<file path="src/shared/nia_pkg.sv">
// Constants and carrier types for the NMI and interrupt aggregator
package nia_pkg;

  // CPU I/O addresses
  localparam logic [15:0] ADDR_NMI_MASK   = 16'h00A0;
  localparam logic [11:0] ADDR_PIC_BLOCK  = 12'h002;
  localparam logic [13:0] ADDR_NMI_VEC    = 14'h2103;
  localparam logic [15:0] ADDR_SUM_STAT   = 16'h8410;
  localparam logic [15:0] ADDR_SUM_EN     = 16'h8411;
  localparam logic [15:0] ADDR_PWR_STAT   = 16'h8412;
  localparam logic [15:0] ADDR_PWR_EN     = 16'h8413;
  localparam logic [15:0] ADDR_PWR_SRC    = 16'h8414;
  localparam logic [15:0] ADDR_TRAP_TOP   = 16'h8422;
  localparam logic [15:0] ADDR_VIOL_TOP   = 16'h8426;
  localparam logic [15:0] ADDR_ACT_MASK   = 16'h842B;
  localparam logic [15:0] ADDR_SCAN_CODE  = 16'h8430;
  localparam logic [15:0] ADDR_TICK_IRQ   = 16'h8444;
  localparam logic [15:0] ADDR_TIMER_IRQ  = 16'h8448;
  localparam logic [15:0] ADDR_RTC_IRQ    = 16'h8458;

  // Memory vector fetch window, word address of 0C008-0C00B
  localparam logic [17:0] VEC_FETCH_WORD  = 18'h0_3002;

  // Field positions
  localparam int NMI_EN_BIT      = 7;
  localparam int SUM_VIOL_BIT    = 0;
  localparam int SUM_CARD_BIT    = 1;
  localparam int SUM_SERV_BIT    = 2;
  localparam int SUM_PWR_BIT     = 3;
  localparam int SUM_KEY_BIT     = 4;
  localparam int SUM_WAKE_BIT    = 5;
  localparam int PIC_ICW1_BIT    = 4;
  localparam int PIC_OCW3_BIT    = 3;
  localparam int PIC_LTIM_BIT    = 3;
  localparam int PIC_SNGL_BIT    = 1;
  localparam int PIC_IC4_BIT     = 0;
  localparam int PIC_AEOI_BIT    = 1;

  // Values after reset, and the summary enable write mask
  localparam logic [7:0] RST_BYTE     = 8'h00;
  localparam logic [7:0] RST_PIC_MASK = 8'hFF;
  localparam logic [7:0] SUM_RD_MASK  = 8'h3F;

  // PIC command codes (OCW2 top bits)
  localparam logic [2:0] OCW2_NS_EOI   = 3'b001;
  localparam logic [2:0] OCW2_SP_EOI   = 3'b011;

  // Timing
  localparam int CLK_PERIOD_NS = 25;
  localparam int PSRC_PERIOD_NS = 1_000_000;
  localparam int PSRC_CYCLES = PSRC_PERIOD_NS / CLK_PERIOD_NS;
  localparam int SYNC_W = 23;

  typedef struct packed {
    logic main_cells_low;
    logic main_cells_flat;
    logic backup_cell_flat;
    logic expansion_cells_low;
    logic expansion_cells_flat;
    logic card_a_battery_low;
    logic card_b_battery_low;
    logic external_power_low;
  } nia_pwr_t;

  typedef struct packed {
    logic scan_code_read;
    logic rtc_irq_read;
    logic tick_irq_read;
    logic timer_irq_read;
    logic violation_top_read;
    logic trap_top_read;
    logic activity_mask_read;
  } nia_clr_t;

  typedef enum logic [1:0] {
    PIC_READY,
    PIC_WAIT_ICW2,
    PIC_WAIT_ICW3,
    PIC_WAIT_ICW4
  } nia_pic_st_t;

endpackage

</file>
<file path="src/design/nia_sync.sv">
// Two-stage synchroniser for pin inputs
`timescale 1ns/1ps
module nia_sync #(
  parameter int W = 1
) (
  // Clock and reset
  input  wire logic         clk_sys,
  input  wire logic         sys_rst,
  // Data
  input  wire logic [W-1:0] d_async,
  output logic      [W-1:0] d_sync
);

  logic [W-1:0] meta_r;

  always_ff @(posedge clk_sys) begin
    if (sys_rst) begin
      meta_r <= '0;
      d_sync <= '0;
    end else begin
      meta_r <= d_async;
      d_sync <= meta_r;
    end
  end

endmodule

</file>
<file path="src/design/nia_top.sv">
// NMI aggregation, status registers and eight-level vectored controller
//
// Function
// - Write-only mask at 0A0h, D7 enables
// - System NMI disabled after every reset
// - Mask register accesses repeated on expansion bus
// - Port B bit5 gates check; write clears
// - Specific NMI vector fetch gets substituted bytes
// - I/O-check-only NMI reads ordinary memory
// - Summary status bits per pending source
// - Summary read clears D1,D4,D5; D7:D6 zero
// - Summary enable register gates each source
// - Power status bits per power condition
// - Power status read clears all bits
// - Power enable register gates each source
// - Power source state refreshed every millisecond
// - Eight levels: timer, keyboard, expansion bus
// - Controller decoded at 020-02Fh, A0 conventional
// - Buffer-enable held high: unbuffered master
// - Sources cleared by their documented reads
// - Two NMI classes merged onto processor
`timescale 1ns/1ps
module nia_top #(
  parameter int PSRC_CYC = nia_pkg::PSRC_CYCLES
) (
  // Clock and reset
  input  wire logic             clk_sys,
  input  wire logic             sys_rst,
  // CPU I/O port
  input  wire logic [15:0]      io_addr,
  input  wire logic [7:0]       io_wdata,
  input  wire logic             io_rd,
  input  wire logic             io_wr,
  output logic      [7:0]       io_rdata,
  output logic                  io_rvalid,
  // Expansion bus echo
  output logic                  exp_io_rd,
  output logic                  exp_io_wr,
  output logic      [7:0]       exp_io_data,
  // Memory vector fetch
  input  wire logic [19:0]      mem_addr,
  input  wire logic             mem_rd,
  output logic                  vec_hit,
  output logic      [7:0]       vec_data,
  // NMI sources
  input  wire logic             bus_io_check,
  input  wire logic             port_b_bit5,
  input  wire logic             port_b_write,
  input  wire logic             key_action_irq,
  input  wire logic             key_wakeup_irq,
  input  wire logic             internal_service_irq,
  input  wire logic             memory_card_irq,
  input  wire logic             access_violation_irq,
  input  wire nia_pkg::nia_pwr_t power_irq_raw,
  input  wire nia_pkg::nia_pwr_t power_source_raw,
  output nia_pkg::nia_clr_t     src_clear,
  output logic                  nmi,
  // Vectored controller
  input  wire logic             timer_out0,
  input  wire logic             kbd_rx_irq,
  input  wire logic [7:2]       exp_irq,
  input  wire logic             inta,
  output logic                  pic_int,
  output logic      [7:0]       pic_vector,
  output logic                  pic_vector_valid,
  output logic                  slave_program_buffer_enable
);

  // Lowest set index wins; bit 3 flags that any bit was set
  function automatic logic [3:0] prio_idx(input logic [7:0] v);
    logic [3:0] r;
    r = 4'h0;
    for (int i = 7; i >= 0; i--) begin
      if (v[i]) begin
        r = {1'b1, 3'(i)};
      end
    end
    return r;
  endfunction

  function automatic logic rd_at(input logic [15:0] a);
    return io_rd && io_addr == a;
  endfunction

  // Pin inputs
  logic [nia_pkg::SYNC_W-1:0] sync_q;
  logic                       bus_io_check_s;
  logic [7:2]                 exp_irq_s;
  nia_pkg::nia_pwr_t          pwr_irq_s;
  nia_pkg::nia_pwr_t          pwr_src_s;

  nia_sync #(
    .W (nia_pkg::SYNC_W)
  ) u_sync (
    .clk_sys (clk_sys),
    .sys_rst (sys_rst),
    .d_async ({bus_io_check, exp_irq, power_irq_raw, power_source_raw}),
    .d_sync  (sync_q)
  );

  assign {bus_io_check_s, exp_irq_s, pwr_irq_s, pwr_src_s} = sync_q;

  // Address decode
  logic rd_sum, rd_pwr, wr_mask, sel_pic, sel_vec;
  assign rd_sum  = io_rd && io_addr == nia_pkg::ADDR_SUM_STAT;
  assign rd_pwr  = io_rd && io_addr == nia_pkg::ADDR_PWR_STAT;
  assign wr_mask = io_wr && io_addr == nia_pkg::ADDR_NMI_MASK;
  assign sel_pic = io_addr[15:4] == nia_pkg::ADDR_PIC_BLOCK;
  assign sel_vec = io_addr[15:2] == nia_pkg::ADDR_NMI_VEC;

  // Software registers
  logic       nmi_en_r;
  logic [7:0] sum_en_r, pwr_en_r;
  logic [7:0] vec_r [4];

  always_ff @(posedge clk_sys) begin
    if (sys_rst) begin
      nmi_en_r <= 1'b0;
    end else if (wr_mask) begin
      nmi_en_r <= io_wdata[nia_pkg::NMI_EN_BIT];
    end
  end

  always_ff @(posedge clk_sys) begin
    if (sys_rst) begin
      sum_en_r <= nia_pkg::RST_BYTE;
      pwr_en_r <= nia_pkg::RST_BYTE;
    end else if (io_wr) begin
      if (io_addr == nia_pkg::ADDR_SUM_EN) begin
        sum_en_r <= io_wdata & nia_pkg::SUM_RD_MASK;
      end
      if (io_addr == nia_pkg::ADDR_PWR_EN) begin
        pwr_en_r <= io_wdata;
      end
    end
  end

  always_ff @(posedge clk_sys) begin
    if (sys_rst) begin
      for (int i = 0; i < 4; i++) begin
        vec_r[i] <= nia_pkg::RST_BYTE;
      end
    end else if (io_wr && sel_vec) begin
      vec_r[io_addr[1:0]] <= io_wdata;
    end
  end

  // Mask accesses are also seen on the expansion bus
  always_ff @(posedge clk_sys) begin
    if (sys_rst) begin
      exp_io_rd   <= 1'b0;
      exp_io_wr   <= 1'b0;
      exp_io_data <= nia_pkg::RST_BYTE;
    end else begin
      exp_io_rd <= rd_at(nia_pkg::ADDR_NMI_MASK);
      exp_io_wr <= wr_mask;
      if (wr_mask) begin
        exp_io_data <= io_wdata;
      end
    end
  end

  // I/O check pending; a new check beats a clearing port B write
  logic bus_io_check_pend_r;
  always_ff @(posedge clk_sys) begin
    if (sys_rst) begin
      bus_io_check_pend_r <= 1'b0;
    end else if (bus_io_check_s && !port_b_bit5) begin
      bus_io_check_pend_r <= 1'b1;
    end else if (port_b_write) begin
      bus_io_check_pend_r <= 1'b0;
    end
  end

  // Power status: sticky on rising condition, cleared by read
  nia_pkg::nia_pwr_t pwr_prev_r;
  logic [7:0]        pwr_stat_r, pwr_src_r;
  logic [7:0]        pwr_rise;
  assign pwr_rise = pwr_irq_s & ~pwr_prev_r;

  always_ff @(posedge clk_sys) begin
    if (sys_rst) begin
      pwr_prev_r <= '0;
      pwr_stat_r <= nia_pkg::RST_BYTE;
    end else begin
      pwr_prev_r <= pwr_irq_s;
      pwr_stat_r <= (rd_pwr ? 8'h00 : pwr_stat_r) | pwr_rise;
    end
  end

  // Power source state sampled once per period
  logic [$clog2(PSRC_CYC)-1:0] ms_cnt_r;
  always_ff @(posedge clk_sys) begin
    if (sys_rst) begin
      ms_cnt_r  <= '0;
      pwr_src_r <= nia_pkg::RST_BYTE;
    end else if (ms_cnt_r == ($clog2(PSRC_CYC))'(PSRC_CYC - 1)) begin
      ms_cnt_r  <= '0;
      pwr_src_r <= pwr_src_s;
    end else begin
      ms_cnt_r <= ms_cnt_r + 1'b1;
    end
  end

  // Summary status; only D1, D4, D5 are held here
  logic [7:0] sum_stat;
  logic       card_r, key_r, wake_r;
  logic       power_summary_irq;
  assign power_summary_irq = |(pwr_stat_r & pwr_en_r);

  always_ff @(posedge clk_sys) begin
    if (sys_rst) begin
      card_r <= 1'b0;
      key_r  <= 1'b0;
      wake_r <= 1'b0;
    end else begin
      card_r <= memory_card_irq | (card_r & ~rd_sum);
      key_r  <= key_action_irq | (key_r & ~rd_sum);
      wake_r <= key_wakeup_irq | (wake_r & ~rd_sum);
    end
  end

  always_comb begin
    sum_stat = nia_pkg::RST_BYTE;
    sum_stat[nia_pkg::SUM_VIOL_BIT] = access_violation_irq;
    sum_stat[nia_pkg::SUM_CARD_BIT] = card_r;
    sum_stat[nia_pkg::SUM_SERV_BIT] = internal_service_irq;
    sum_stat[nia_pkg::SUM_PWR_BIT]  = power_summary_irq;
    sum_stat[nia_pkg::SUM_KEY_BIT]  = key_r;
    sum_stat[nia_pkg::SUM_WAKE_BIT] = wake_r;
  end

  // Clear notices to the blocks that hold the other sources
  always_ff @(posedge clk_sys) begin
    if (sys_rst) begin
      src_clear <= '0;
    end else begin
      src_clear.scan_code_read <= rd_at(nia_pkg::ADDR_SCAN_CODE);
      src_clear.rtc_irq_read <= rd_at(nia_pkg::ADDR_RTC_IRQ);
      src_clear.tick_irq_read <= rd_at(nia_pkg::ADDR_TICK_IRQ);
      src_clear.timer_irq_read <= rd_at(nia_pkg::ADDR_TIMER_IRQ);
      src_clear.violation_top_read <= rd_at(nia_pkg::ADDR_VIOL_TOP);
      src_clear.trap_top_read <= rd_at(nia_pkg::ADDR_TRAP_TOP);
      src_clear.activity_mask_read <= rd_at(nia_pkg::ADDR_ACT_MASK);
    end
  end

  // NMI merge and vector substitution
  logic spec_cause, nmi_nxt, spec_ack_r, vec_win;
  assign spec_cause = |(sum_stat & sum_en_r);
  assign nmi_nxt = (bus_io_check_pend_r & nmi_en_r) | spec_cause;
  assign vec_win = mem_rd && mem_addr[19:2] == nia_pkg::VEC_FETCH_WORD;

  always_ff @(posedge clk_sys) begin
    if (sys_rst) begin
      nmi        <= 1'b0;
      spec_ack_r <= 1'b0;
    end else begin
      nmi <= nmi_nxt;
      if (nmi_nxt && !nmi && spec_cause) begin
        spec_ack_r <= 1'b1;
      end else if (vec_win && mem_addr[1:0] == 2'b11) begin
        spec_ack_r <= 1'b0;
      end
    end
  end

  // An I/O-check-only NMI leaves spec_ack_r low, so memory answers
  always_ff @(posedge clk_sys) begin
    if (sys_rst) begin
      vec_hit  <= 1'b0;
      vec_data <= nia_pkg::RST_BYTE;
    end else begin
      vec_hit <= vec_win && spec_ack_r;
      if (vec_win && spec_ack_r) begin
        vec_data <= vec_r[mem_addr[1:0]];
      end
    end
  end

  // Vectored controller
  nia_pkg::nia_pic_st_t pic_st_r;
  logic [7:0]        irr_r, isr_r, imr_r, lvl_prev_r, icw1_r, icw2_r, icw4_r;
  logic              rd_isr_r;
  logic [7:0]        lvl;
  logic [3:0]        req_p, srv_p;
  logic              pic_wr_even, pic_wr_odd;
  assign lvl = {exp_irq_s, kbd_rx_irq, timer_out0};
  assign req_p = prio_idx(irr_r & ~imr_r);
  assign srv_p = prio_idx(isr_r);
  assign pic_wr_even = io_wr && sel_pic && !io_addr[0];
  assign pic_wr_odd  = io_wr && sel_pic && io_addr[0];

  always_ff @(posedge clk_sys) begin
    if (sys_rst) begin
      pic_st_r <= nia_pkg::PIC_READY;
      icw1_r   <= nia_pkg::RST_BYTE;
      icw2_r   <= nia_pkg::RST_BYTE;
      icw4_r   <= nia_pkg::RST_BYTE;
      imr_r    <= nia_pkg::RST_PIC_MASK;
      rd_isr_r <= 1'b0;
    end else if (pic_wr_even && io_wdata[nia_pkg::PIC_ICW1_BIT]) begin
      icw1_r   <= io_wdata;
      imr_r    <= nia_pkg::RST_BYTE;
      icw4_r   <= nia_pkg::RST_BYTE;
      pic_st_r <= nia_pkg::PIC_WAIT_ICW2;
    end else if (pic_wr_even && io_wdata[nia_pkg::PIC_OCW3_BIT]) begin
      if (io_wdata[1]) begin
        rd_isr_r <= io_wdata[0];
      end
    end else if (pic_wr_odd) begin
      unique case (pic_st_r)
        nia_pkg::PIC_WAIT_ICW2: begin
          icw2_r <= io_wdata;
          if (!icw1_r[nia_pkg::PIC_SNGL_BIT]) begin
            pic_st_r <= nia_pkg::PIC_WAIT_ICW3;
          end else if (icw1_r[nia_pkg::PIC_IC4_BIT]) begin
            pic_st_r <= nia_pkg::PIC_WAIT_ICW4;
          end else begin
            pic_st_r <= nia_pkg::PIC_READY;
          end
        end
        nia_pkg::PIC_WAIT_ICW3: begin
          pic_st_r <= icw1_r[nia_pkg::PIC_IC4_BIT] ? nia_pkg::PIC_WAIT_ICW4
                                                   : nia_pkg::PIC_READY;
        end
        nia_pkg::PIC_WAIT_ICW4: begin
          icw4_r   <= io_wdata;
          pic_st_r <= nia_pkg::PIC_READY;
        end
        nia_pkg::PIC_READY: begin
          imr_r <= io_wdata;
        end
      endcase
    end
  end

  // Requests; edge mode latches rising inputs, level mode follows them
  logic ack_now;
  assign ack_now = inta && req_p[3];

  always_ff @(posedge clk_sys) begin
    if (sys_rst) begin
      lvl_prev_r <= nia_pkg::RST_BYTE;
      irr_r      <= nia_pkg::RST_BYTE;
    end else begin
      lvl_prev_r <= lvl;
      for (int i = 0; i < 8; i++) begin
        if (icw1_r[nia_pkg::PIC_LTIM_BIT]) begin
          irr_r[i] <= lvl[i];
        end else if (lvl[i] && !lvl_prev_r[i]) begin
          irr_r[i] <= 1'b1;
        end else if (ack_now && req_p[2:0] == 3'(i)) begin
          irr_r[i] <= 1'b0;
        end
      end
    end
  end

  // In service: set on acknowledge unless auto end, cleared by EOI
  always_ff @(posedge clk_sys) begin
    if (sys_rst) begin
      isr_r <= nia_pkg::RST_BYTE;
    end else if (pic_wr_even && io_wdata[4:3] == 2'b00) begin
      if (io_wdata[7:5] == nia_pkg::OCW2_NS_EOI && srv_p[3]) begin
        isr_r[srv_p[2:0]] <= 1'b0;
      end else if (io_wdata[7:5] == nia_pkg::OCW2_SP_EOI) begin
        isr_r[io_wdata[2:0]] <= 1'b0;
      end
    end else if (ack_now && !icw4_r[nia_pkg::PIC_AEOI_BIT]) begin
      isr_r[req_p[2:0]] <= 1'b1;
    end
  end

  // Fully nested: only a higher level interrupts one in service
  always_ff @(posedge clk_sys) begin
    if (sys_rst) begin
      pic_int          <= 1'b0;
      pic_vector       <= nia_pkg::RST_BYTE;
      pic_vector_valid <= 1'b0;
      slave_program_buffer_enable <= 1'b0;
    end else begin
      slave_program_buffer_enable <= 1'b1;
      pic_int <= req_p[3] && (!srv_p[3] || req_p[2:0] < srv_p[2:0])
                 && !ack_now;
      pic_vector_valid <= inta;
      if (inta) begin
        pic_vector <= {icw2_r[7:3], req_p[2:0]};
      end
    end
  end

  // Read data, one cycle after the strobe
  always_ff @(posedge clk_sys) begin
    if (sys_rst) begin
      io_rdata  <= nia_pkg::RST_BYTE;
      io_rvalid <= 1'b0;
    end else begin
      io_rvalid <= io_rd;
      if (io_rd) begin
        if (rd_sum) begin
          io_rdata <= sum_stat;
        end else if (rd_pwr) begin
          io_rdata <= pwr_stat_r;
        end else if (io_addr == nia_pkg::ADDR_SUM_EN) begin
          io_rdata <= sum_en_r;
        end else if (io_addr == nia_pkg::ADDR_PWR_EN) begin
          io_rdata <= pwr_en_r;
        end else if (io_addr == nia_pkg::ADDR_PWR_SRC) begin
          io_rdata <= pwr_src_r;
        end else if (sel_vec) begin
          io_rdata <= vec_r[io_addr[1:0]];
        end else if (sel_pic) begin
          io_rdata <= io_addr[0] ? imr_r : (rd_isr_r ? isr_r : irr_r);
        end else begin
          io_rdata <= nia_pkg::RST_BYTE;
        end
      end
    end
  end

endmodule

</file>
<file path="config.mk">
export PLATFORM = sky130hd
export DESIGN_NAME = nia_top
export DESIGN_NICKNAME = d
export VERILOG_FILES = /design/src/shared/nia_pkg.sv /design/src/design/nia_sync.sv /design/src/design/nia_top.sv
export SDC_FILE = /design/constraint.sdc
export NUM_CORES = 1
export LEC_CHECK = 0
export BUFFER_PORTS_ARGS = -buffer_cell sky130_fd_sc_hd__buf_2
export CAP_MARGIN = 15
export CORE_ASPECT_RATIO = 0.6
export CORE_MARGIN = 10
export CORE_UTILIZATION = 60
export CTS_BUF_LIST = sky130_fd_sc_hd__clkbuf_4 sky130_fd_sc_hd__clkbuf_8
export DETAILED_ROUTE_END_ITERATION = 7
export HOLD_SLACK_MARGIN = 0.02
export PLACE_DENSITY_LB_ADDON = 0.1
export RECOVER_POWER = 25
export SLEW_MARGIN = 20
export SYNTH_ARGS = -nofsm -noshare
export SYNTH_HDL_FRONTEND = slang
export SYNTH_SLANG_ARGS = --single-unit
</file>
<file path="constraint.sdc">
create_clock -name clk_sys -period 5.2 [get_ports clk_sys]
set_clock_uncertainty 0.2 [all_clocks]
set_input_delay 1.04 -clock clk_sys [delete_from_list [all_inputs] [get_ports clk_sys]]
set_output_delay 1.04 -clock clk_sys [all_outputs]
set_load 0.03 [all_outputs]
</file>
* Yosys cells after proc, flatten, opt, wreduce, memory -nomap -nowiden
Memories as Yosys holds them, arrays and structs flattened. A register that Yosys moved wholly into a read port is not among the register bits.
Index checks and enable logic that the tools add are counted.
** Cells by class
- Bitwise operators :: 23
- Muxes and demuxes :: 83
- $add $sub $neg :: 1
- Reduce and logical (&&, ||, !) cells :: 95
- Eq/ne operators :: 32
- Magnitude comparators :: 7
** Operators with widths (number)
- $eq 16x16->1 const B :: 13
- $mux 8 :: 19
- $mux 4 :: 16
- $logic_and 1x1->1 :: 48
- $mux 1 :: 41
- $and 8x8->8 :: 5
- $not 8->8 :: 4
- $reduce_bool 3->1 :: 9
- $reduce_or 8->1 :: 3
- $eq 18x14->1 const B :: 1
- $add 16x1->16 const B :: 1
- $eq 16x8->1 const B :: 1
- $or 8x8->8 :: 2
- $reduce_and 3->1 :: 5
- $eq 14x14->1 const B :: 1
- $logic_not 1->1 :: 14
- $eq 12x2->1 const B :: 1
- $eq 3x3->1 const B :: 4
- $lt 3x4->1 const B :: 3
- $reduce_bool 2->1 :: 5
- $demux 1 s3 :: 3
- $eq 3x2->1 const B :: 3
- $ge 3x1->1 const B :: 3
- $and 6x6->6 :: 1
- 18 further kinds :: 35
** Storage, ports and cells
- Memory bits (writable) :: 32
- Output and inout port bits :: 47
- Word-level logic and storage cells :: 298
- Memories :: 1
- Bits of input ports :: 82
- Register bits after elaboration :: 194
** Memories
- vec_r :: depth 4, bits a word 8, read ports 2, clocked after memory_dff 1, write ports 4, RTL line nia_top.sv:114 : logic [7:0] vec_r [4];

* Longest topological paths before layout
- Depth after elaboration :: 17
- Mapped depth :: 9
- Mapped depth without buffers :: 9

* Cells and area by module
Synthesis repeated with hierarchy kept, for this count alone.
** Second synthesis, totals
- Cell total of the unflattened synthesis :: 973
- Area, all modules :: 9613.0 um2
** Modules (own cells, without submodules)
- nia_top :: instances 1, area an instance 8383.0 um2, cells each 877
- nia_sync :: instances 1, area an instance 1229.9 um2, cells each 96

* Worst setup path after synthesis
Ideal clock, no wire load.
- Kind :: input to register
- From :: input port io_addr[0]
- To :: memory vec_r[3][0], enable pin
- Required time :: 4.616 ns
- Stages on the path :: 5
- Buffers on the path :: 3
- Path slack :: 1.778 ns
- Arrival time :: 2.838 ns
- Cells stage by stage :: clkbuf_1 clkbuf_1 clkbuf_1 nand3_1 o21ai_0
** RTL lines
- start, declared :: RTL line nia_top.sv:30 : input wire logic [15:0] io_addr,
- end, declared :: RTL line nia_top.sv:114

==> results.cfg <==
[clocking]
cts_tree = done
cts.clk_slew.worst_paths_ns = 0.06
number_of_sinks_driven_by_the_clock_tree = 228
ctsHoldBuffers = 0
post_cts_resized = 0
cts-root-buf = clkbuf_8
clk-insertion-delay-late_ns = 0.53
ctsLongestPathBuffers = 3
h-tree-depth = 2
number_of_clock_buffers_inserted_by_tritoncts = 35
post-cts-setup-buffers = 0

[yosys]
synth_ff_type = dfxtp_1
mappedNetlistArea_um2 = 9813
syn-mean-instance-area_um2 = 9.706
synthesized_nets = 1096
synth_sequential_area_ratio_pct = 49.78
synth.yosys.warnings = 0
async_flop_share_pct = 0
synthDistinctLibCells = 67
synth_enable_flop_cells = 32
synth_cells = 1011
yosys_register_bits = 228

[sta]
timing.slew.headroom_pct = -17.64
grt_setup_unrepaired = false
hold_viol_final = 0
setup-tns-final_ns = 0
fin_crit_sh_pct = 70.05
whs_ns = 0.2355
fin_ws_ns = 1.558
achievable-frequency_mhz = 274.5
report.final.slew_viol_count = 38
slew_at_the_pin_closest_to_its_max_slew_limit_ns = 1.765
final-setup-viol-count = 0
finalCriticalPeriod_ns = 3.642

[worst_setup_path]
cp_data_arrival_time_ns = 3.67
setup.worst_path.class = in2reg
slowest_stage = nor4_1
worst_setup_path_end_kind = register
timing.critical_path.slowest_cell_delay_ns = 1.06
r2r_start = isr_r[4]
critical_path.max_fanout = 11
critPathRequiredTime_ns = 5.23
worstRegToRegCells = 5
crit_path_cell_trace = buf_2, nor4_1, nand4_1, nand2b_1, o21ai_0, buf_4
critical_path.startpoint_type = primary input
worst_reg2reg_endpoint = isr_r[1]
timing.reg2reg.setup_slack_ns = 2.72

[run]
maximum_capacitance_violations = 1

[grt]
grt.total_usage_pct = 24.01
first_global_vias = 7664
grt_antenna_before_repair = 0
grt_max_degree = 80
grt_remaining_overflow = 0
wire_length_of_the_first_global_routing_pass_um = 42260

[power]
switching_share_pct = 23.31
total_leakage_power_nw = 4.467
power.density_nw_per_um2 = 327.6
power_frac_clock_pct = 43.2
vdd_drop_max_uv = 254.4
power_frac_comb_pct = 6.4
switching_power_w = 0.0008592
intPower_w = 0.002827
pwr-share-seq_pct = 50.5

[floorplanning]
fp-row-count = 36
pin_count = 129
initial_utilization_pct = 60.86
core_area_um2 = 16130
die_width_um = 185.1
dieArea_um2 = 22040
dieHeight_um = 119.1

[placement]
dp_slack_ns = 1.460
port_buffers = 128
globalplace.congestion = 0.9758
dpl.hpwl_um = 19620

[cells_and_area]
layout_net_count = 1210
drive_above_1_share_pct = 16.56
final_util_pct = 69.78
fillCellCount = 1310
layout-area-overhead-vs-synth_pct = 14.66
most_common_cell_after_layout_fill_and_taps_aside = dfxtp_1
number_of_antenna_cells_inserted = 0
layout.cells.most_common_list = 196 x dfxtp_1, 120 x nor2_1, 89 x buf_2, 84 x nor2b_1, 61 x mux2i_1

[min_path]
worst_hold_startpoint = u_sync.meta_r[19]
instance_count_along_the_most_critical_hold_path = 1
min_path_type = reg2reg
whs_endpoint = u_sync.d_sync[19]

[route]
route.vias.total = 8065
number_of_drc_violations_after_detailed_routing = 0
count_of_antenna_violating_nets_left_after_detailed_routing = 0
first_iter_violations = 798
detail_route.first_pass.iterations = 6
routedWlPerCell_um = 19.95
ratio_of_routed_vias_to_standard_cells = 5.948
routed_wl_um = 27050

[status]
outcome = complete, but fails checks
violations = max-capacitance violations, max-slew violations
==> power by group through the flow <==
stage,Sequential [W],Clock [W],Combinational (W)
after floorplan,0.00189,0,0.000140
after global placement,0.00190,0,0.000229
after detailed placement,0.00190,0,0.000231
after CTS,0.00186,0.00161,0.000232
after global routing,0.00186,0.00171,0.000255
final,0.00186,0.00159,0.000235
==> registers in the layout, indices dropped and copies added (netlist names), 16 cells and up <==
signal         count
u_sync.meta_r     23
ms_cnt_r          16
vec_r             32
u_sync.d_sync     23
==> worst max-delay path: cells and delay by family <==
kind                   cells  cell delay [ns]
AND/OR/NAND/NOR            3             2.16
AO/OA/AOI/OAI              1             0.18
buffers and inverters      2             0.29
==> final cells by class <==
class	instances	area, um2	area share, %
Inverter	35	131.4	1.168
Clock buffer	51	645.6	5.738
Multi-Input combinational cell	689	4569	40.61
Sequential cell	228	4885	43.41
Tap cell	209	261.5	2.324
Timing Repair Buffer	136	651.9	5.793
Clock inverter	8	107.6	0.9563
==> metal layers <==
layer / share of wire (%) / global-route usage, %
met3: 15 / 9.472
met2: 36 / 29.80
met4: 1.3 / 4.954
met5: 0 / 0
met1: 47 / 37.25
==> how the worst max path moves through the flow <==
stage	startpoint	to	slack [ns]
floorplan	io_addr[0]	vec_r[3][0]	1.78
global placement	io_addr[9]	vec_r[2][1]	1.59
detailed placement	io_addr[0]	exp_io_data[2]	1.46
CTS	io_addr[0]	nmi_en_r	2.01
global route	io_addr[9]	io_rdata[4]	1.31
finish	io_addr[9]	vec_r[2][1]	1.56
==> logic make-up after synthesis <==
group | count (synthesis) | share of synthesized area, %
buffers and inverters | 94 | 3.685
DFF | 228 | 49.78
AOI/OAI and AO/OA | 152 | 9.996
and+or+nand+nor | 439 | 24.53
muxes | 82 | 10.47
xor gates and xnor gates | 13 | 1.160
adders and majority gates | 3 | 0.3825
==> synth_stat cells, types with 21 or more instances <==
master      n  share of area (%)
nor2b_1    84                5.4
clkbuf_1   51                2.0
inv_1      35                1.3
nand2_1    46                1.8
and3_1     21                1.3
dfxtp_1   196                 40
a21oi_1    37                1.9
edfxtp_1   32                9.8
nor2_1    120                4.6
o21ai_0    35                1.8
nand3_1    33                1.7
mux2i_1    61                6.2
==> through the flow <==
stage | cells | instance area, um2 | power, W
5_1_grt | 1356 | 11250 | 0.003825
6_report | 1356 | 11250 | 0.003687
3_3_place_gp | 1297 | 10550 | 0.002125
3_5_place_dp | 1297 | 10550 | 0.002129
2_1_floorplan | 1011 | 9813 | 0.002033
4_1_cts | 1356 | 11300 | 0.003699
Note: power is estimated with default switching activity, not from simulation.
